===== src/verilog/seconds_counter_regs.svh =====
// register offsets, field positions, reset values and timing figures of the seconds counter
`ifndef SECONDS_COUNTER_REGS_SVH
`define SECONDS_COUNTER_REGS_SVH

// register pointer values
`define OFS_COUNT_BYTE0    3'h0
`define OFS_COUNT_BYTE1    3'h1
`define OFS_COUNT_BYTE2    3'h2
`define OFS_COUNT_BYTE3    3'h3
`define OFS_OSC_CONTROL    3'h4
`define OFS_CHARGE_SELECT  3'h5
`define OFS_LAST           3'h5

// field positions
`define OSC_STOP_BIT       7
`define UNLOCK_MSB         7
`define UNLOCK_LSB         4
`define DIODE_MSB          3
`define DIODE_LSB          2
`define RESISTOR_MSB       1
`define RESISTOR_LSB       0

// field values
`define UNLOCK_KEY         4'hA
`define DIODE_NONE         2'h1
`define DIODE_ONE          2'h2
`define RESISTOR_OFF       2'h0

// reset values
`define CHARGE_RESET       8'h00
`define COUNT_RESET        32'h0000_0000
`define OSC_STOP_RESET     1'b0

// timing
`define MCLK_HZ            25000000
`define RELEASE_DELAY_MS   250
`define OSC_START_MS       1000
`define OSC_HZ             32768

`endif


===== src/verilog/seconds_counter_pkg.sv =====
// types shared by the seconds counter block
package seconds_counter_pkg;

    // one byte-level request from the serial slave engine
    typedef struct packed {
        logic       xfer_begin;
        logic       addr_set;
        logic [7:0] addr;
        logic       wr;
        logic [7:0] wdata;
        logic       rd;
    } reg_req_t;

    // decoded charge path steering
    typedef struct packed {
        logic       enable;
        logic       diode_on;
        logic [1:0] resistor;
    } charge_ctl_t;

    // state of the one-second timebase
    typedef struct packed {
        logic [2:0]  sync;
        logic        level;
        logic [15:0] div;
        logic        tick;
    } tick_state_t;

    // state of the register block
    typedef struct packed {
        logic [2:0]  sup_sync;
        logic        sup_ok;
        logic [2:0]  bak_sync;
        logic        on_backup;
        logic [31:0] count;
        logic [31:0] snap;
        logic [2:0]  ptr;
        logic        osc_stop;
        logic [7:0]  charge;
        charge_ctl_t charge_out;
        logic [31:0] hold;
        logic        rst_active;
        logic [7:0]  rd_data;
        logic        rd_done;
    } regs_state_t;

endpackage : seconds_counter_pkg


===== src/verilog/seconds_tick.sv =====
// one-second tick generator from the 32.768 kHz oscillator input
`include "seconds_counter_regs.svh"
module seconds_tick
    import seconds_counter_pkg::*;
#(
    parameter int unsigned OSC_DIV = `OSC_HZ
)(
    input  wire logic mclk,
    input  wire logic rst_n,
    input  wire logic osc_pin,
    input  wire logic osc_run,
    output logic      tick
);
    if (OSC_DIV < 2 || OSC_DIV > 65536)
    begin : g_bad_div
        $error("OSC_DIV out of range");
    end

    localparam logic [15:0] DIV_LAST = 16'(OSC_DIV - 1);

    tick_state_t st_reg;
    tick_state_t st_next;

    // level follows the pin once the last two stages agree
    always_comb
    begin
        st_next      = st_reg;
        st_next.sync = {st_reg.sync[1:0], osc_pin};
        st_next.tick = 1'b0;
        if (st_reg.sync[2] == st_reg.sync[1])
        begin
            st_next.level = st_reg.sync[2];
        end
        // a stopped oscillator makes no edges, so the divider holds
        if (osc_run && st_reg.sync[2] == st_reg.sync[1] && st_reg.sync[2] && !st_reg.level)
        begin
            if (st_reg.div == DIV_LAST)
            begin
                st_next.div  = 16'h0000;
                st_next.tick = 1'b1;
            end
            else
            begin
                st_next.div = st_reg.div + 16'h0001;
            end
        end
    end

    always_ff @(posedge mclk or negedge rst_n)
    begin
        if (!rst_n)
        begin
            st_reg <= '0;
        end
        else
        begin
            st_reg <= st_next;
        end
    end

    assign tick = st_reg.tick;

endmodule : seconds_tick


===== src/verilog/seconds_counter_regs.sv =====
// register map, supply monitor and charge control of the binary seconds counter
// How it works
// - counter bytes 0..3, least significant first
// - pointer wraps from 05h to 00h
// - control register bit 7 stops oscillator on backup, stops counting always
// - charge register: unlock, diode, resistor fields
// - charge only with unlock pattern 1010
// - charge register resets to zero
// - diode 01 none, 10 one, else off
// - resistor 01/10/11 select, 00 off
// - no register access below trip level
// - supply fail drives reset, blocks access
// - reset held for release delay after recovery
// - stop bit adds oscillator start-up time
// - primary: oscillator runs, counting needs bit 0
// - backup: stop bit halts oscillator, standby
// - backup keeps counting until supply returns
// - counter increments once per second
// - pointer advances after each data byte
// - timebase from 32.768 kHz oscillator
`include "seconds_counter_regs.svh"
module seconds_counter_regs
    import seconds_counter_pkg::*;
#(
    parameter int unsigned RELEASE_DELAY_CYC = `RELEASE_DELAY_MS * (`MCLK_HZ / 1000),
    parameter int unsigned OSC_START_CYC     = `OSC_START_MS * (`MCLK_HZ / 1000),
    parameter int unsigned OSC_DIV           = `OSC_HZ
)(
    input  wire logic  mclk,
    input  wire logic  rst_n,
    input  wire logic  osc_pin,
    input  wire logic  supply_ok_pin,
    input  wire logic  backup_pin,
    input  reg_req_t   req,
    output logic [7:0] rd_data,
    output logic       rd_done,
    output logic       access_ok,
    output logic       osc_run,
    output charge_ctl_t charge_ctl,
    input  wire logic  rst_pin_i,
    output logic       rst_pin_o,
    output logic       rst_pin_oe
);

    if (RELEASE_DELAY_CYC < 1 || OSC_START_CYC < 1)
    begin : g_bad_delay
        $error("delays must be at least one cycle");
    end
    if (64'(RELEASE_DELAY_CYC) + 64'(OSC_START_CYC) > 64'h0000_0000_FFFF_FFFF)
    begin : g_bad_sum
        $error("delays exceed hold counter");
    end

    localparam logic [31:0] REL_CYC = 32'(RELEASE_DELAY_CYC);
    localparam logic [31:0] OSC_CYC = 32'(OSC_START_CYC);

    regs_state_t st_reg;
    regs_state_t st_next;
    logic        tick;

    // oscillator halts only in backup with the stop bit set
    assign osc_run = !(st_reg.on_backup && st_reg.osc_stop);

    seconds_tick #(
        .OSC_DIV (OSC_DIV)
    ) u_tick (
        .mclk    (mclk),
        .rst_n   (rst_n),
        .osc_pin (osc_pin),
        .osc_run (osc_run),
        .tick    (tick)
    );

    // register read mux; counter bytes come from the capture
    function automatic logic [7:0] read_byte(input logic [2:0] p, input regs_state_t s);
        logic [7:0] v;
        v = 8'h00;
        unique case (p)
            `OFS_COUNT_BYTE0:   v = s.snap[7:0];
            `OFS_COUNT_BYTE1:   v = s.snap[15:8];
            `OFS_COUNT_BYTE2:   v = s.snap[23:16];
            `OFS_COUNT_BYTE3:   v = s.snap[31:24];
            `OFS_OSC_CONTROL:   v = {s.osc_stop, 7'h00};
            `OFS_CHARGE_SELECT: v = s.charge;
            default:            v = 8'h00;
        endcase
        return v;
    endfunction : read_byte

    // pointer step with wrap after the last register
    function automatic logic [2:0] next_ptr(input logic [2:0] p);
        return (p >= `OFS_LAST) ? 3'h0 : p + 3'h1;
    endfunction : next_ptr

    // charge path decode from the stored select byte
    function automatic charge_ctl_t decode_charge(input logic [7:0] c);
        charge_ctl_t d;
        logic [3:0]  key;
        logic [1:0]  dio;
        logic [1:0]  res;
        key        = c[`UNLOCK_MSB:`UNLOCK_LSB];
        dio        = c[`DIODE_MSB:`DIODE_LSB];
        res        = c[`RESISTOR_MSB:`RESISTOR_LSB];
        d.enable   = (key == `UNLOCK_KEY)
                     && (dio == `DIODE_NONE || dio == `DIODE_ONE)
                     && (res != `RESISTOR_OFF);
        d.diode_on = d.enable && (dio == `DIODE_ONE);
        d.resistor = d.enable ? res : `RESISTOR_OFF;
        return d;
    endfunction : decode_charge

    // all register, monitor and pointer updates
    always_comb
    begin
        logic [31:0] cnt;
        cnt              = st_reg.count;
        st_next          = st_reg;
        st_next.rd_done  = 1'b0;

        // supply and backup levels settle when two stages agree
        st_next.sup_sync = {st_reg.sup_sync[1:0], supply_ok_pin};
        st_next.bak_sync = {st_reg.bak_sync[1:0], backup_pin};
        if (st_reg.sup_sync[2] == st_reg.sup_sync[1])
        begin
            st_next.sup_ok = st_reg.sup_sync[2];
        end
        if (st_reg.bak_sync[2] == st_reg.bak_sync[1])
        begin
            st_next.on_backup = st_reg.bak_sync[2];
        end

        // seconds count, frozen while the stop bit is set
        if (tick && !st_reg.osc_stop)
        begin
            cnt = st_reg.count + 32'h0000_0001;
        end

        // register access only while supply is above the trip level
        if (st_reg.sup_ok)
        begin
            if (req.xfer_begin || req.addr_set)
            begin
                st_next.snap = st_reg.count;
            end
            if (req.addr_set)
            begin
                st_next.ptr = (req.addr[7:3] == 5'h00 && req.addr[2:0] <= `OFS_LAST)
                              ? req.addr[2:0] : 3'h0;
            end
            else if (req.wr)
            begin
                unique case (st_reg.ptr)
                    `OFS_COUNT_BYTE0:   cnt[7:0]   = req.wdata;
                    `OFS_COUNT_BYTE1:   cnt[15:8]  = req.wdata;
                    `OFS_COUNT_BYTE2:   cnt[23:16] = req.wdata;
                    `OFS_COUNT_BYTE3:   cnt[31:24] = req.wdata;
                    `OFS_OSC_CONTROL:   st_next.osc_stop = req.wdata[`OSC_STOP_BIT];
                    `OFS_CHARGE_SELECT: st_next.charge = req.wdata;
                    default:            st_next.charge = st_reg.charge;
                endcase
                st_next.ptr = next_ptr(st_reg.ptr);
            end
            else if (req.rd)
            begin
                st_next.rd_data = read_byte(st_reg.ptr, st_reg);
                st_next.rd_done = 1'b1;
                st_next.ptr     = next_ptr(st_reg.ptr);
            end
        end // else every strobe is dropped
        st_next.count      = cnt;
        st_next.charge_out = decode_charge(st_reg.charge);

        // reset hold: loaded while supply is low, counted down after
        if (!st_reg.sup_ok)
        begin
            st_next.hold       = REL_CYC + (st_reg.osc_stop ? OSC_CYC : 32'h0000_0000);
            st_next.rst_active = 1'b1;
        end
        else if (st_reg.hold != 32'h0000_0000)
        begin
            st_next.hold       = st_reg.hold - 32'h0000_0001;
            st_next.rst_active = 1'b1;
        end
        else
        begin
            st_next.rst_active = 1'b0;
        end
    end

    // sup_ok resets low so a power-up runs the full release delay
    always_ff @(posedge mclk or negedge rst_n)
    begin
        if (!rst_n)
        begin
            st_reg            <= '0;
            st_reg.count      <= `COUNT_RESET;
            st_reg.osc_stop   <= `OSC_STOP_RESET;
            st_reg.charge     <= `CHARGE_RESET;
            st_reg.rst_active <= 1'b1;
        end
        else
        begin
            st_reg <= st_next;
        end
    end

    assign rd_data    = st_reg.rd_data;
    assign rd_done    = st_reg.rd_done;
    assign access_ok  = st_reg.sup_ok;
    assign charge_ctl = st_reg.charge_out;
    assign rst_pin_o  = 1'b0;
    assign rst_pin_oe = st_reg.rst_active;

    // pointer wraps after the last register
    a_ptr_wrap_write: assert property (@(posedge mclk) disable iff (!rst_n)
        st_reg.sup_ok && !req.addr_set && (req.wr || req.rd) && st_reg.ptr == `OFS_LAST
        |=> st_reg.ptr == 3'h0)
        else $error("pointer did not wrap to zero");

    a_ptr_step: assert property (@(posedge mclk) disable iff (!rst_n)
        st_reg.sup_ok && !req.addr_set && !req.wr && req.rd && st_reg.ptr < `OFS_LAST
        |=> st_reg.ptr == $past(st_reg.ptr) + 3'h1 && rd_done)
        else $error("pointer did not advance after read");

    a_charge_key: assert property (@(posedge mclk) disable iff (!rst_n)
        charge_ctl.enable |-> $past(st_reg.charge[7:4]) == 4'hA)
        else $error("charge enabled without unlock pattern");

    a_diode_gate: assert property (@(posedge mclk) disable iff (!rst_n)
        ($past(st_reg.charge[3:2]) == 2'h0 || $past(st_reg.charge[3:2]) == 2'h3)
        |-> !charge_ctl.enable)
        else $error("charge enabled with illegal diode choice");

    a_resistor_gate: assert property (@(posedge mclk) disable iff (!rst_n)
        charge_ctl.enable |-> charge_ctl.resistor != 2'h0
        && charge_ctl.resistor == $past(st_reg.charge[1:0]))
        else $error("resistor choice not passed through");

    a_blocked_access: assert property (@(posedge mclk) disable iff (!rst_n)
        !st_reg.sup_ok |=> $stable(st_reg.charge) && $stable(st_reg.ptr)
        && $stable(st_reg.osc_stop) && !rd_done)
        else $error("register access while supply low");

    a_reset_on_fail: assert property (@(posedge mclk) disable iff (!rst_n)
        !st_reg.sup_ok |-> !access_ok ##1 rst_pin_oe)
        else $error("reset not driven on supply fail");

    a_release_hold: assert property (@(posedge mclk) disable iff (!rst_n)
        $rose(st_reg.sup_ok) |-> rst_pin_oe [*8])
        else $error("reset released too early");

    a_count_frozen: assert property (@(posedge mclk) disable iff (!rst_n)
        st_reg.osc_stop && !(st_reg.sup_ok && req.wr && !req.addr_set)
        |=> $stable(st_reg.count))
        else $error("counter moved with stop bit set");

    a_tick_incr: assert property (@(posedge mclk) disable iff (!rst_n)
        tick && !st_reg.osc_stop && !(st_reg.sup_ok && req.wr)
        |=> st_reg.count == $past(st_reg.count) + 32'h0000_0001)
        else $error("counter did not increment on tick");

    a_osc_standby: assert property (@(posedge mclk) disable iff (!rst_n)
        st_reg.on_backup && st_reg.osc_stop |=> !tick)
        else $error("oscillator running in standby");

    a_snap_capture: assert property (@(posedge mclk) disable iff (!rst_n)
        st_reg.sup_ok && req.xfer_begin |=> st_reg.snap == $past(st_reg.count))
        else $error("counter not captured at transfer start");

    // open-drain pin: the line must read low whenever it is driven
    a_pin_driven_low: assert property (@(posedge mclk) disable iff (!rst_n)
        rst_pin_oe
        |-> !rst_pin_i)
        else $error("reset pin not low while driven");

    // read data stands until the next accepted read
    a_rd_data_hold: assert property (@(posedge mclk) disable iff (!rst_n)
        !(st_reg.sup_ok && req.rd && !req.wr && !req.addr_set)
        |=> $stable(rd_data))
        else $error("read data changed without a read");

    // counter bytes are answered from the capture, not the live count
    a_rd_from_snap: assert property (@(posedge mclk) disable iff (!rst_n)
        st_reg.sup_ok && req.rd && !req.wr && !req.addr_set && st_reg.ptr == 3'h0
        |=> rd_data == $past(st_reg.snap[7:0]))
        else $error("counter byte not read from capture");

    // writes go straight to the live counter, the written byte replaces that byte of a same-cycle tick increment
    a_write_loads: assert property (@(posedge mclk) disable iff (!rst_n)
        st_reg.sup_ok && req.wr && !req.addr_set && st_reg.ptr == 3'h0
        |=> st_reg.count[7:0] == $past(req.wdata))
        else $error("counter write did not load");

    // counting goes on from the backup source while the supply is low
    a_backup_counts: assert property (@(posedge mclk) disable iff (!rst_n)
        tick && !st_reg.osc_stop && !st_reg.sup_ok
        |=> st_reg.count == $past(st_reg.count) + 32'h0000_0001)
        else $error("counter stopped while on backup");

    // reset lets go once the hold count has run out
    a_release_end: assert property (@(posedge mclk) disable iff (!rst_n)
        st_reg.sup_ok && st_reg.hold == 32'h0000_0000
        |=> !rst_pin_oe)
        else $error("reset held after release delay");

    // no disable here: it looks at the release edge of the reset itself
    a_charge_reset: assert property (@(posedge mclk)
        $rose(rst_n)
        |-> st_reg.charge == 8'h00 && !charge_ctl.enable)
        else $error("charge register not cleared by reset");

endmodule : seconds_counter_regs


===== config.mk =====
export PLATFORM = sky130hd
export DESIGN_NAME = seconds_counter_regs
export DESIGN_NICKNAME = d
export VERILOG_FILES = /design/src/verilog/seconds_counter_pkg.sv /design/src/verilog/seconds_tick.sv /design/src/verilog/seconds_counter_regs.sv
export VERILOG_INCLUDE_DIRS = /design/src /design/src/verilog
export SDC_FILE = /design/constraint.sdc
export NUM_CORES = 1
export LEC_CHECK = 0
export CAP_MARGIN = 20
export CORE_MARGIN = 5
export CORE_UTILIZATION = 28
export DETAILED_ROUTE_END_ITERATION = 12
export DONT_BUFFER_PORTS = 1
export MAX_ROUTING_LAYER = met4
export PLACE_DENSITY = 0.46
export SKIP_LAST_GASP = 1
export SLEW_MARGIN = 40
export SYNTH_ARGS = -nofsm -noshare
export SYNTH_HDL_FRONTEND = slang
export SYNTH_SLANG_ARGS = --single-unit

===== constraint.sdc =====
create_clock -name mclk -period 2.4 [get_ports mclk]
set_input_delay 0 -clock mclk [delete_from_list [all_inputs] [get_ports mclk]]
set_output_delay 0 -clock mclk [all_outputs]
set_load 0.05 [all_outputs]

== Word-level counts from Yosys, hierarchy flattened ==
Cells that the tools add are included.
Storage, ports and cells
  register bits: 151
  output and inout port bits: 17
  logic and storage cells: 92
Cells by class
  add/sub/neg operators: 5
  order comparisons: 2
  equality and inequality tests: 13
  multiplexer cells: 26
  bitwise gates (word level): 2
  reductions and logical operators: 24
Operators with widths (count)
  32-bit two-way mux: 5
  8-bit one-hot mux with 6 select lines: 1
  33-bit two-way mux: 1
  32-bit by 1-bit adder with 32-bit output (second input constant): 1
  8-bit two-way mux: 4
  32-bit nonzero test: 1
  32-bit by 1-bit subtractor with 32-bit output (second input constant): 1
  23-bit by 25-bit adder with 26-bit output (first input constant): 1
  25-bit two-way mux: 1
  16-bit by 1-bit adder with 16-bit output (second input constant): 1
  16-bit by 15-bit equality test with 1-bit output (second input constant): 1
  16-bit two-way mux: 1
  3-bit two-way mux: 5
  4-bit AND reduction: 3
  1-bit logical AND: 9
  1-bit two-way mux: 7
  3-bit by 2-bit equality test with 1-bit output (second input constant): 2
  3-bit equality test (second input constant): 2
  5-bit logical NOT: 1
  4-bit equality test (second input constant): 1
  2-bit AND reduction: 2
  3-bit by 1-bit adder with 3-bit output (second input constant): 1
  1-bit equality test: 3
  3-bit by 1-bit equality test with 1-bit output (second input constant): 1
  other kinds (12): 16

== Logic depth before layout (Yosys ltp) ==
Gate-level depths: netlist (run 1).
  depth after elaboration: 7
  mapped depth: 9
  mapped depth without buffers: 7

== By module ==
A second synthesis (run 1) with hierarchy kept.
Second synthesis, totals
  cell total of the unflattened synthesis: 682
  area total of the unflattened synthesis: 7302.0 sq um
By module, submodules not included
  seconds_counter_regs: instances 1, cells each 594, area each 6333.6 sq um, sequential area each 3254.4 sq um
  seconds_tick: instances 1, cells each 88, area each 968.4 sq um, sequential area each 525.5 sq um

== Least setup slack after synthesis (run 1) ==
No wires, ideal clock.
  path kind: register to register
  from: register st_reg[20] (netlist name)
  to: register st_reg[37] (netlist name)
  setup time: 78 ps
  arrival: 2215 ps
  data required time: 2322 ps
  setup slack: 107 ps
  cell stages (with the launch flop): 8
  path buffers: 2
  cells stage by stage: dfrtp_1 or4_4 or2_1 buf_6 or2_1 buf_6 or4_1 a21oi_1
Between the ends
  cells in the longest elaborated chain, start to end: 3
Ends and longest elaborated chain
  start, declared: RTL line seconds_counter_regs.sv:57  | regs_state_t st_reg;
  start signal, assigned: RTL line seconds_counter_regs.sv:203  | st_reg <= st_next;
  32-bit by 1-bit subtractor with 32-bit output: RTL line seconds_counter_regs.sv:181  | st_next.hold = st_reg.hold - 32'h0000_0001;
  32-bit two-way mux: RTL line seconds_counter_regs.sv:179  | else if (st_reg.hold != 32'h0000_0000)
  33-bit two-way mux: RTL line seconds_counter_regs.sv:174  | if (!st_reg.sup_ok)
Several ways; a longest one is shown, not always the timed one. The select of a mux whose other input is x is not followed.
A chain may end at the register's enable or synchronous reset.

== Worst setup path in the final report (run 1) ==
  from: register st_reg[20] (netlist name)
  to: register st_reg[29] (netlist name)
The elaborated chain is that of the path after synthesis.

==> results of run 1 <==
power groups by stage:
| stage | combinational (uW) | sequential [uW] | clock [uW] |
|---|---|---|---|
| 3_5_place_dp | 1920 | 4220 | 0 |
| 5_1_grt | 2230 | 4290 | 2760 |
| 4_1_cts | 1980 | 4180 | 2650 |
| 6_report | 1970 | 4180 | 2570 |
| 2_1_floorplan | 1800 | 3760 | 0 |
| 3_3_place_gp | 1890 | 4230 | 0 |
routing by layer:
layer	part of all wire, %	global-route usage, %	up-vias	wire [um]
li1	-	-	2616	-
met2	46	18.66	80	7936
met5	0	-	-	0
met4	0.93	3.349	0	160
met3	4.0	2.378	11	696
met1	49	17.91	2566	8490
worst paths after layout:
kind / end / start / depth (start not counted) / slack (ns)
worst max-delay path: st_reg[29]$_DFFE_PN0P_ / st_reg[20]$_DFFE_PN0P_ / 6 / 0.12
worst min-delay path: u_tick.st_next[19]$_DFF_PN0_ / rst_n / 0 / -0.73
worst max register to register: st_reg[29]$_DFFE_PN0P_ / st_reg[20]$_DFFE_PN0P_ / 6 / 0.12
worst min register to register: u_tick.st_next[20]$_DFF_PN0_ / u_tick.st_next[19]$_DFF_PN0_ / 0 / 0.35
max in group asynchronous: st_reg[89]$_DFFE_PN0P_ / rst_n / 0 / 2.87
min in group mclk: st_reg[55]$_DFFE_PN0P_ / req[18] / 4 / 0.02
placed cells by master (no fill, tap or decap), types with 12 or more instances in the layout:
cell type / n
buf_4: 30
clkbuf_16: 17
a21oi_1: 33
nand2_1: 58
dfrtp_1: 149
nor4_1: 19
inv_1: 18
xnor2_1: 38
nand3_1: 28
o21ai_0: 40
nor2_1: 50
nand4_1: 12
nor3_1: 33
mux2_2: 35
dlygate4sd3_1: 20
Yosys cell counts (4+ instances only):
cell type  count  area (um^2)
a21oi_1       33        165.2
a221oi_1       4        35.03
a222oi_1       7        70.07
a22o_1         9        78.83
a32oi_1        6        52.55
and2_1         9        56.30
and3_1         5        31.28
buf_4         13        97.59
clkbuf_1      26        97.59
dfrtp_1      150         3754
ha_1           9        112.6
inv_1         18        67.56
mux2_2        35        394.1
mux2i_1        4        40.04
nand2_1       58        217.7
nand2b_1       9        56.30
nand3_1       28        140.1
nand3b_1       5        37.54
nand4_1       12        75.07
nor2_1        50        187.7
nor3_1        33        165.2
nor4_1        19        118.9
nor4b_1        5        43.79
o21ai_0       41        205.2
o31ai_1        6        45.04
or3_1         11        68.82
or4_1          8        60.06
xnor2_1       38        332.8
xor2_1        11        96.34
logic make-up (layout without fill, tap and decap cells):
logic type                 Yosys count  after routing  synth area share [%]
and+or+nand+nor                    275            275                 19.82
xor gates and xnor gates            49             49                 5.850
AOI/OAI and AO/OA                  125            125                 10.88
DFF                                151            151                 51.53
muxes                               39             39                 5.919
adders and majority gates           12             12                 1.944
buffers and inverters               61            102                 4.008
other                                1              1               0.05112
through the flow:
step | instances | setup slack [ns]
floorplan | 713 | 0.1074
global placement | 1035 | 0.1410
detailed placement | 1037 | 0.1372
CTS | 1089 | 0.09988
global route | 1089 | -0.004921
finish | 1089 | 0.1228
worst register-to-register path: cells and delay by family (launching register included):
| kind | cells | cell delay [ns] |
|---|---|---|
| AND/OR/NAND/NOR | 4 | 1.41 |
| flip-flops | 1 | 0.41 |
| AO/OA/AOI/OAI | 1 | 0.16 |
| buffers and inverters | 1 | 0.17 |
final cells by class:
type	instances	area (um^2)
clock inverter	14	125.1
sequential	151	3781
timing repair buffer	52	467.9
multi-input combinational	501	3282
clock buffer	18	439.2
tap	335	419.2
fill	2604	17330
inverter	18	67.56
repair_timing:
action,CTS,global route
gates resized for setup,0,2
endpoints found under the setup margin,0,3
hold endpoints to repair,203,151
==> impl_metrics.py, run 1 <==
metrics = {
    "clock_network": {
        "numClockSinks": 151,
        "htree_levels": 4,
        "clk_pin_slew_ns": 0.07,
        "cts_made_buffers": 17,
        "clk_path_buf_depth": 2,
        "clk_latency_ns": 0.42,
        "tritoncts": "built",
        "clock_tree.root_cell": "clkbuf_16",
        "post_cts_buffers": 0,
        "cts_hold_buf": 20,
    },
    "timing": {
        "slew_viol_final": 0,
        "hold_viol": 151,
        "setup_viol": 0,
        "slew_headroom_pct": 50.37,
        "finClkSkew_ns": 0.01319,
        "finalCritPeriodShare_pct": 94.88,
        "max_freq_mhz": 439.1,
        "finalCriticalPeriod_ns": 2.277,
        "tns_ns": 0,
        "rsz0062_at_grt": "true",
        "holdWs_ns": -0.7299,
        "worst_pin_slew_ns": 0.7445,
    },
    "logic_synthesis": {
        "postSynthAreaPerCell_um2": 10.29,
        "synthesis.nets": 748,
        "yosysSeqAreaShare_pct": 51.53,
        "ys_warn_count": 0,
        "synth_cells": 713,
        "synth-edff-count": 0,
        "ys.flop_type": "dfrtp_1",
        "ys_async_sr_fraction_pct": 100.0,
        "synth_cell_types": 62,
        "synthesis.area_um2": 7336,
        "ys_seq_elements": 151,
    },
    "setup_path": {
        "critPathKind": "reg2reg",
        "cp_top_family": "simple AND/OR/NAND/NOR gates",
        "crit_required_ns": 2.69,
        "crit_fanout": 7,
        "crit_arrival_ns": 2.57,
        "path_buf_inv": 1,
        "start_kind": "register",
        "crit_chain": "or4_4, or2_1, buf_4, or4_1, o21ai_0, nand3b_1",
        "cpMaxStageDelayCell": "or4_4",
        "end_kind": "register",
        "max_stage_delay_ns": 0.54,
    },
    "detailed_routing": {
        "drc": 0,
        "wirelength_mm": 17.28,
        "vias": 5273,
        "drt_iter0_markers": 409,
        "routed_via_density": 4.842,
        "firstDrtPassIters": 7,
        "post_drt_wl_per_cell_um": 15.87,
        "ant_nets": 0,
    },
    "cells_and_area": {
        "largest_reg_flops": 111,
        "fin_util_pct": 33.12,
        "final_net_count": 776,
        "design_area_um2": 8582,
        "drive_above_1_share_pct": 14.72,
        "antenna_cells": 0,
        "synthToLayoutAreaGrowth_pct": 16.99,
    },
    "floorplanning": {
        "core.rowCount": 59,
        "io_pins": 43,
        "start_util_pct": 28.31,
        "fp.dieH_um": 171.9,
        "core_um2": 25910,
        "fp.dieW_um": 171.9,
        "dieArea_um2": 29540,
    },
    "power": {
        "powerDensity_nw_per_um2": 1015,
        "combPwrFrac_pct": 22.6,
        "intPower_uw": 5666,
        "seqPwrFrac_pct": 47.9,
        "ir_worst_vdd_mv": 0.6314,
        "p_leak_uw": 0.003337,
        "p_sw_uw": 3049,
        "total_power_uw": 8714,
        "switching_share_pct": 34.99,
        "clockPowerShare_pct": 29.5,
    },
    "place": {
        "hpwl_mm": 11.91,
        "dpl_cell_area_um2": 7809,
        "port-buffer-count": 0,
        "routabilityCongestion": 0.7647,
    },
    "flow_run": {
        "maxCapViolCount": 0,
    },
    "min_path": {
        "worstHoldPathType": "in2async",
    },
    "global_route": {
        "track_usage_pct": 12.63,
        "grt_pass1_wl_mm": 28.77,
        "grt_pass1_vias": 5224,
        "grt.overflow.total": 0,
        "grt_max_degree": 152,
        "grt_antenna_before_repair": 0,
    },
    "status": {
        "violations": "negative hold slack",
        "status": "finished with violations",
    },
}
(Power assumes the default switching activity.)
==> inputs of run 2 (changes only) <==
--- a/config.mk
+++ b/config.mk
@@ -7,12 +7,14 @@
 export NUM_CORES = 1
 export LEC_CHECK = 0
 export CAP_MARGIN = 20
+export CELL_PAD_IN_SITES_DETAIL_PLACEMENT = 0
+export CELL_PAD_IN_SITES_GLOBAL_PLACEMENT = 1
 export CORE_MARGIN = 5
 export CORE_UTILIZATION = 28
 export DETAILED_ROUTE_END_ITERATION = 12
 export DONT_BUFFER_PORTS = 1
 export MAX_ROUTING_LAYER = met4
-export PLACE_DENSITY = 0.46
+export PLACE_DENSITY = 0.54
 export SKIP_LAST_GASP = 1
 export SLEW_MARGIN = 40
 export SYNTH_ARGS = -nofsm -noshare
==> constraint.sdc (replaced) <==
create_clock -name mclk -period 2.4 [get_ports mclk]
set_input_delay 0 -clock mclk [delete_from_list [all_inputs] [get_ports mclk]]
set_output_delay 0 -clock mclk [all_outputs]
set_load 0.02 [all_outputs]
==> impl_metrics.py, run 2 (synthesized netlist as in run 1, its figures left out) <==
metrics = {
    "setup_path": {
        "max_stage_delay_ns": 0.53,
        "start_kind": "register",
        "crit_arrival_ns": 2.64,
        "cp_top_family": "simple AND/OR/NAND/NOR gates",
        "rr_worst_depth": 5,
        "end_kind": "register",
        "crit_path_frequent_cell": "or2_1",
        "crit_required_ns": 2.74,
        "crit_fanout": 8,
        "cpMaxStageDelayCell": "or4_4",
        "cp_num_cells": 5,
        "critPathKind": "reg2reg",
        "path_buf_inv": 0,
        "crit_chain": "or4_4, or2_1, or2_1, or4_1, a21oi_1",
    },
    "clock_network": {
        "cts_hold_buf": 22,
        "htree_levels": 4,
        "cts_made_buffers": 17,
        "post_cts_buffers": 0,
        "clk_pin_slew_ns": 0.06,
        "numClockSinks": 151,
        "clk_latency_ns": 0.42,
        "clock_tree.root_cell": "clkbuf_16",
        "tritoncts": "built",
        "clk_path_buf_depth": 2,
    },
    "cells_and_area": {
        "mostFrequentLayoutCell": "dfrtp_1",
        "drive_above_1_share_pct": 14.32,
        "fill_cells": 2625,
        "synthToLayoutAreaGrowth_pct": 17.16,
        "fin_cells": 1092,
        "layout_common_cells": "dfrtp_1 (150), nand2_1 (58), nor2_1 (50)",
        "final_net_count": 777,
        "largest_reg_flops": 111,
    },
    "status": {
        "status": "finished with violations",
        "violations": "negative hold slack",
    },
    "timing": {
        "rsz0062_at_grt": "true",
        "max_freq_mhz": 433.3,
        "worst_pin_slew_ns": 0.6136,
        "finalCriticalPeriod_ns": 2.308,
        "setup_viol": 0,
        "slew_headroom_pct": 58.74,
        "finClkSkew_ns": 0.01042,
        "fin_ws_ns": 0.09212,
        "finalCritPeriodShare_pct": 96.16,
        "slew_viol_final": 0,
        "holdWs_ns": -0.7127,
        "hold_viol": 151,
    },
    "place": {
        "port-buffer-count": 0,
        "dp_slack_ns": 0.1099,
        "routabilityCongestion": 0.8043,
        "hpwl_mm": 12.76,
        "dp.cells": 1036,
    },
    "power": {
        "powerDensity_nw_per_um2": 1017,
        "p_leak_uw": 0.003343,
        "ir_worst_vdd_mv": 0.4649,
    },
    "global_route": {
        "grt_pass1_wl_mm": 30.62,
        "grt_max_degree": 152,
        "grt_antenna_before_repair": 3,
        "grt.overflow.total": 0,
        "track_usage_pct": 13.58,
        "grt_pass1_vias": 5631,
    },
    "detailed_routing": {
        "post_drt_wl_per_cell_um": 16.85,
        "drt_iter0_markers": 399,
        "routed_via_density": 4.992,
        "wirelength_mm": 18.40,
        "routed-wl-met3_um": 756,
        "dr_wl_met2_mm": 8.204,
        "drt-met1-wl_mm": 9.114,
        "firstDrtPassIters": 7,
        "top_layer": "met4",
        "ant_nets": 0,
        "vias": 5451,
        "drc": 0,
    },
    "flow_run": {
        "maxCapViolCount": 0,
    },
    "floorplanning": {
        "core.rowCount": 59,
        "fp.dieH_um": 171.9,
        "fp.dieW_um": 171.9,
        "dieArea_um2": 29540,
        "start_util_pct": 28.31,
        "core_um2": 25910,
        "io_pins": 43,
    },
    "min_path": {
        "worstHoldPathType": "in2async",
    },
}
-- run 2: layout make-up --
class,instances,area [um^2],share of cell area (%)
clock inverters,14,160.2,1.863
well taps,335,419.2,4.877
repair buffers,53,452.9,5.270
diodes,3,7.507,0.08735
flip-flops and latches,151,3780,43.98
inverters,18,67.56,0.7861
clock buffers,17,425.4,4.950
multi-input cells,501,3282,38.19
-- run 2: worst paths after layout --
kind / end / slack, ns / start
max: st_reg[39]$_DFFE_PN0P_ / 0.09 / st_reg[20]$_DFFE_PN0P_
min: st_reg[37]$_DFFE_PN0P_ / -0.71 / rst_n
max reg2reg: st_reg[39]$_DFFE_PN0P_ / 0.09 / st_reg[20]$_DFFE_PN0P_
min reg2reg: st_next[125]$_DFF_PN0_ / 0.36 / st_next[124]$_DFF_PN0_
max in group asynchronous: st_reg[30]$_DFFE_PN0P_ / 2.84 / rst_n
min in group mclk: st_reg[59]$_DFFE_PN0P_ / 0.02 / req[18]
-- run 2: metrics by stage --
stage | power (uW) | hold slack [ns] | utilization, % | area [um^2] | setup TNS [ns]
2_1_floorplan | 5391 | -0.2956 | - | 7336 | 0
3_3_place_gp | 5978 | -0.2859 | 30.00 | 7772 | 0
3_5_place_dp | 6046 | -0.2843 | 30.00 | 7772 | 0
4_1_cts | 8842 | -0.7395 | 33.11 | 8578 | 0
5_1_grt | 9299 | -0.7483 | 33.17 | 8594 | -0.06013
6_report | 8739 | -0.7127 | 33.17 | 8594 | 0
-- run 2: power breakdown --
| group | total, uW | switching, uW | internal [uW] | leakage (uW) |
|---|---|---|---|---|
| clock network | 2680 | 1060 | 1620 | 0.000284 |
| logic | 2000 | 980 | 1020 | 0.00129 |
| registers | 4070 | 796 | 3270 | 0.00177 |
| total | 8740 | 2830 | 5910 | 0.00334 |
-- run 2: routing by layer --
| metal | vias up | track usage, % |
|---|---|---|
| met4 | 0 | 4.409 |
| met1 | 2691 | 18.50 |
| li1 | 2627 | - |
| met2 | 106 | 20.27 |
| met5 | - | - |
| met3 | 27 | 2.949 |
-- run 2: repair_timing --
item	4_1_cts	5_1_grt
endpoints found under the setup margin	0	6
gates resized for setup	0	3
endpoints found under the hold margin	202	151
-- run 2: worst register-to-register path, delay by kind of cell (launching register included) --
family           cells  cell delay (ns)
AND/OR/NAND/NOR      4             1.65
flip-flops           1             0.41
AO/OA/AOI/OAI        1             0.18
==> inputs of run 3 (changes only) <==
--- a/config.mk
+++ b/config.mk
@@ -6,6 +6,8 @@
 export SDC_FILE = /design/constraint.sdc
 export NUM_CORES = 1
 export LEC_CHECK = 0
+export ABC_AREA = 1
+export ABC_CLOCK_PERIOD_IN_PS = 2400
 export CAP_MARGIN = 20
 export CELL_PAD_IN_SITES_DETAIL_PLACEMENT = 0
 export CELL_PAD_IN_SITES_GLOBAL_PLACEMENT = 1
@@ -14,7 +16,7 @@
 export DETAILED_ROUTE_END_ITERATION = 12
 export DONT_BUFFER_PORTS = 1
 export MAX_ROUTING_LAYER = met4
-export PLACE_DENSITY = 0.54
+export PLACE_DENSITY = 0.57
 export SKIP_LAST_GASP = 1
 export SLEW_MARGIN = 40
 export SYNTH_ARGS = -nofsm -noshare
==> impl_metrics.py, run 3 <==
metrics = {
    "logic_synthesis": {
        "synthTopCellsByArea": "dfrtp_1 (47%), nand2_1 (12%), nor2_1 (7.2%)",
        "synthMuxAreaShare_pct": 0,
        "synth_cells": 1044,
        "synth_top_family_by_area": "simple AND/OR/NAND/NOR gates",
        "ys_warn_count": 0,
        "synth-xor-area-share_pct": 2.964,
        "ys_async_sr_fraction_pct": 100.0,
        "synth_compound_area_share_pct": 9.017,
        "yosysMostFrequentCell": "nand2_1",
        "synth-edff-count": 0,
        "synthesis.nets": 1079,
        "ys.flop_type": "dfrtp_1",
        "yosysSeqAreaShare_pct": 47.37,
        "synthTopCellsByCount": "nand2_1 (265), nor2_1 (153), dfrtp_1 (150)",
        "yosysTopAreaCell": "dfrtp_1",
        "synth_top_area_share_pct": 47.04,
        "synthSimpleGateAreaFrac_pct": 30.01,
        "yosys.area_share.adder_pct": 1.662,
        "postSynthAreaPerCell_um2": 7.643,
        "synth_cell_types": 43,
        "synthesis.area_um2": 7979,
        "ys_seq_elements": 151,
    },
    "global_route": {
        "grt_pass1_wl_mm": 35.56,
        "track_usage_pct": 14.81,
        "grt_max_degree": 152,
        "grt_pass1_vias": 6359,
        "grt.overflow.total": 0,
        "grt_antenna_before_repair": 1,
    },
    "clock_network": {
        "clock_tree.root_cell": "clkbuf_16",
        "post_cts_buffers": 0,
        "tritoncts": "built",
        "cts_made_buffers": 17,
        "numClockSinks": 151,
        "clk_pin_slew_ns": 0.07,
        "cts_hold_buf": 25,
        "htree_levels": 4,
        "clk_path_buf_depth": 2,
        "clk_latency_ns": 0.43,
    },
    "floorplanning": {
        "core_um2": 27930,
        "start_util_pct": 28.56,
        "core.rowCount": 61,
        "io_pins": 43,
        "fp.dieW_um": 178.8,
        "dieArea_um2": 31970,
        "fp.dieH_um": 178.8,
    },
    "detailed_routing": {
        "drt_iter0_markers": 413,
        "routed_via_density": 4.448,
        "vias": 6477,
        "post_drt_wl_per_cell_um": 15.09,
        "firstDrtPassIters": 7,
        "ant_nets": 0,
        "wirelength_mm": 21.97,
        "drc": 0,
    },
    "status": {
        "violations": "negative hold slack",
        "status": "finished with violations",
    },
    "place": {
        "hpwl_mm": 16.14,
        "routabilityCongestion": 0.8056,
        "dp.cells": 1398,
        "port-buffer-count": 0,
    },
    "setup_path": {
        "regToRegSetupSlack_ns": 0.27,
        "crit_fanout": 6,
        "rr_worst_depth": 8,
        "start_kind": "register",
        "crit_arrival_ns": 2.48,
        "crit_chain": "inv_1, ha_1, nand2_2, inv_1, nor3_2, nand2_1, a31oi_1, dlygate4sd3_1",
        "crit_path_end": "st_reg[56]$_DFFE_PN0P_",
        "path_buf_inv": 3,
        "cp_top_family": "buffers and inverters",
        "setup.worst_path.start": "st_reg[56]$_DFFE_PN0P_",
        "critPathKind": "reg2reg",
        "max_stage_delay_ns": 0.56,
        "end_kind": "register",
        "cpMaxStageDelayCell": "dlygate4sd3_1",
        "r2r_start": "st_reg[56]$_DFFE_PN0P_",
        "crit_required_ns": 2.76,
        "crit_path_frequent_cell": "inv_1",
        "worstReg2RegEnd": "st_reg[56]$_DFFE_PN0P_",
        "cp_num_cells": 8,
    },
    "timing": {
        "finClkSkew_ns": 0.01573,
        "finalCriticalPeriod_ns": 2.127,
        "slew_headroom_pct": 49.29,
        "tns_ns": 0,
        "finalCritPeriodShare_pct": 88.61,
        "rsz0062_at_grt": "false",
        "hold_viol": 151,
        "slew_viol_final": 0,
        "max_freq_mhz": 470.2,
        "setup_viol": 0,
        "holdWs_ns": -0.7304,
        "worst_pin_slew_ns": 0.7578,
    },
    "cells_and_area": {
        "fill_cells": 3062,
        "mostFrequentLayoutCell": "nand2_1",
        "synthToLayoutAreaGrowth_pct": 15.13,
        "fin_cells": 1456,
        "layout_common_cells": "nand2_1 (264), nor2_1 (153), dfrtp_1 (150)",
        "final_net_count": 1099,
        "drive_above_1_share_pct": 7.335,
        "multi_input_comb_area_um2": 3502,
        "seq_area_um2": 3780,
        "largest_reg_flops": 111,
    },
    "power": {
        "powerDensity_nw_per_um2": 974.1,
        "p_leak_uw": 0.004266,
        "ir_worst_vdd_mv": 0.4250,
    },
    "flow_run": {
        "maxCapViolCount": 0,
    },
    "min_path": {
        "worstHoldPathType": "in2async",
    },
}
run 3: changes by cell type in the layout (fill, tap and decap cells not counted), sizes merged, moves of 17 or more:
cell | before | now
nor4 | 20 | 3
o21ai | 43 | 80
nor2 | 50 | 165
nand3 | 28 | 74
mux2 | 35 | 0
nand2 | 58 | 268
buf | 31 | 12
xnor2 | 38 | 6
inv | 18 | 133
run 3: cell type report:
type / count / area share [%]
sequential: 151 / 41.15
clock inverter: 14 / 1.825
timing repair buffer: 37 / 3.841
clock buffer: 18 / 4.672
antenna: 1 / 0.02724
tap: 378 / 5.148
multi-input combinational: 730 / 38.12
inverter: 127 / 5.217
run 3: cell families after synthesis:
| logic type | after synthesis |
|---|---|
| buffers and inverters | 163 |
| AO/OA/AOI/OAI | 131 |
| XOR/XNOR | 27 |
| flip-flops | 151 |
| adder cells (fa/ha/maj) | 11 |
| AND/OR/NAND/NOR | 560 |
| other | 1 |
run 3: where the power goes:
group	internal [uW]	switching (uW)	total, uW	leakage, uW
clock	1570	1190	2760	0.000291
combinational	783	1340	2120	0.00212
sequential	3290	783	4070	0.00186
total	5640	3310	8950	0.00427
run 3: timing repair:
action,in CTS,in global routing
gates resized for setup,0,2
hold endpoints to repair,209,151
endpoints found under the setup margin,0,3
run 3: how the worst min path moves through the flow:
| stage | from | endpoint | slack (ns) | cells after the start |
|---|---|---|---|---|
| after floorplan | rst_n | access_ok$_DFFE_PN0N_ | -0.30 | 0 |
| after global placement | rst_n | st_reg[28]$_DFFE_PN0P_ | -0.29 | 0 |
| after detailed placement | rst_n | st_reg[35]$_DFFE_PN0P_ | -0.29 | 0 |
| after CTS | rst_n | st_reg[31]$_DFFE_PN0P_ | -0.75 | 0 |
| after global routing | rst_n | st_reg[35]$_DFFE_PN0P_ | -0.76 | 0 |
| final | rst_n | st_reg[31]$_DFFE_PN0P_ | -0.73 | 0 |
run 3: through the flow:
step	utilization [%]	total power (uW)	instance area [um^2]	setup slack [ns]
global placement	29.82	6182	8329	0.4567
global route	32.89	9616	9186	0.07922
CTS	32.85	9081	9176	0.1085
detailed placement	29.82	6195	8329	0.4396
floorplan	-	5532	7979	0.7018
finish	32.89	8948	9186	0.2733
run 3: layer usage:
metal	up-vias	part of all wire [%]	GRT usage [%]	wire length, um
met5	-	0	-	0
met3	15	3.1	2.615	673
met4	0	0.96	3.678	210
li1	3364	-	-	-
met1	3023	53	21.73	11680
met2	75	43	21.17	9403
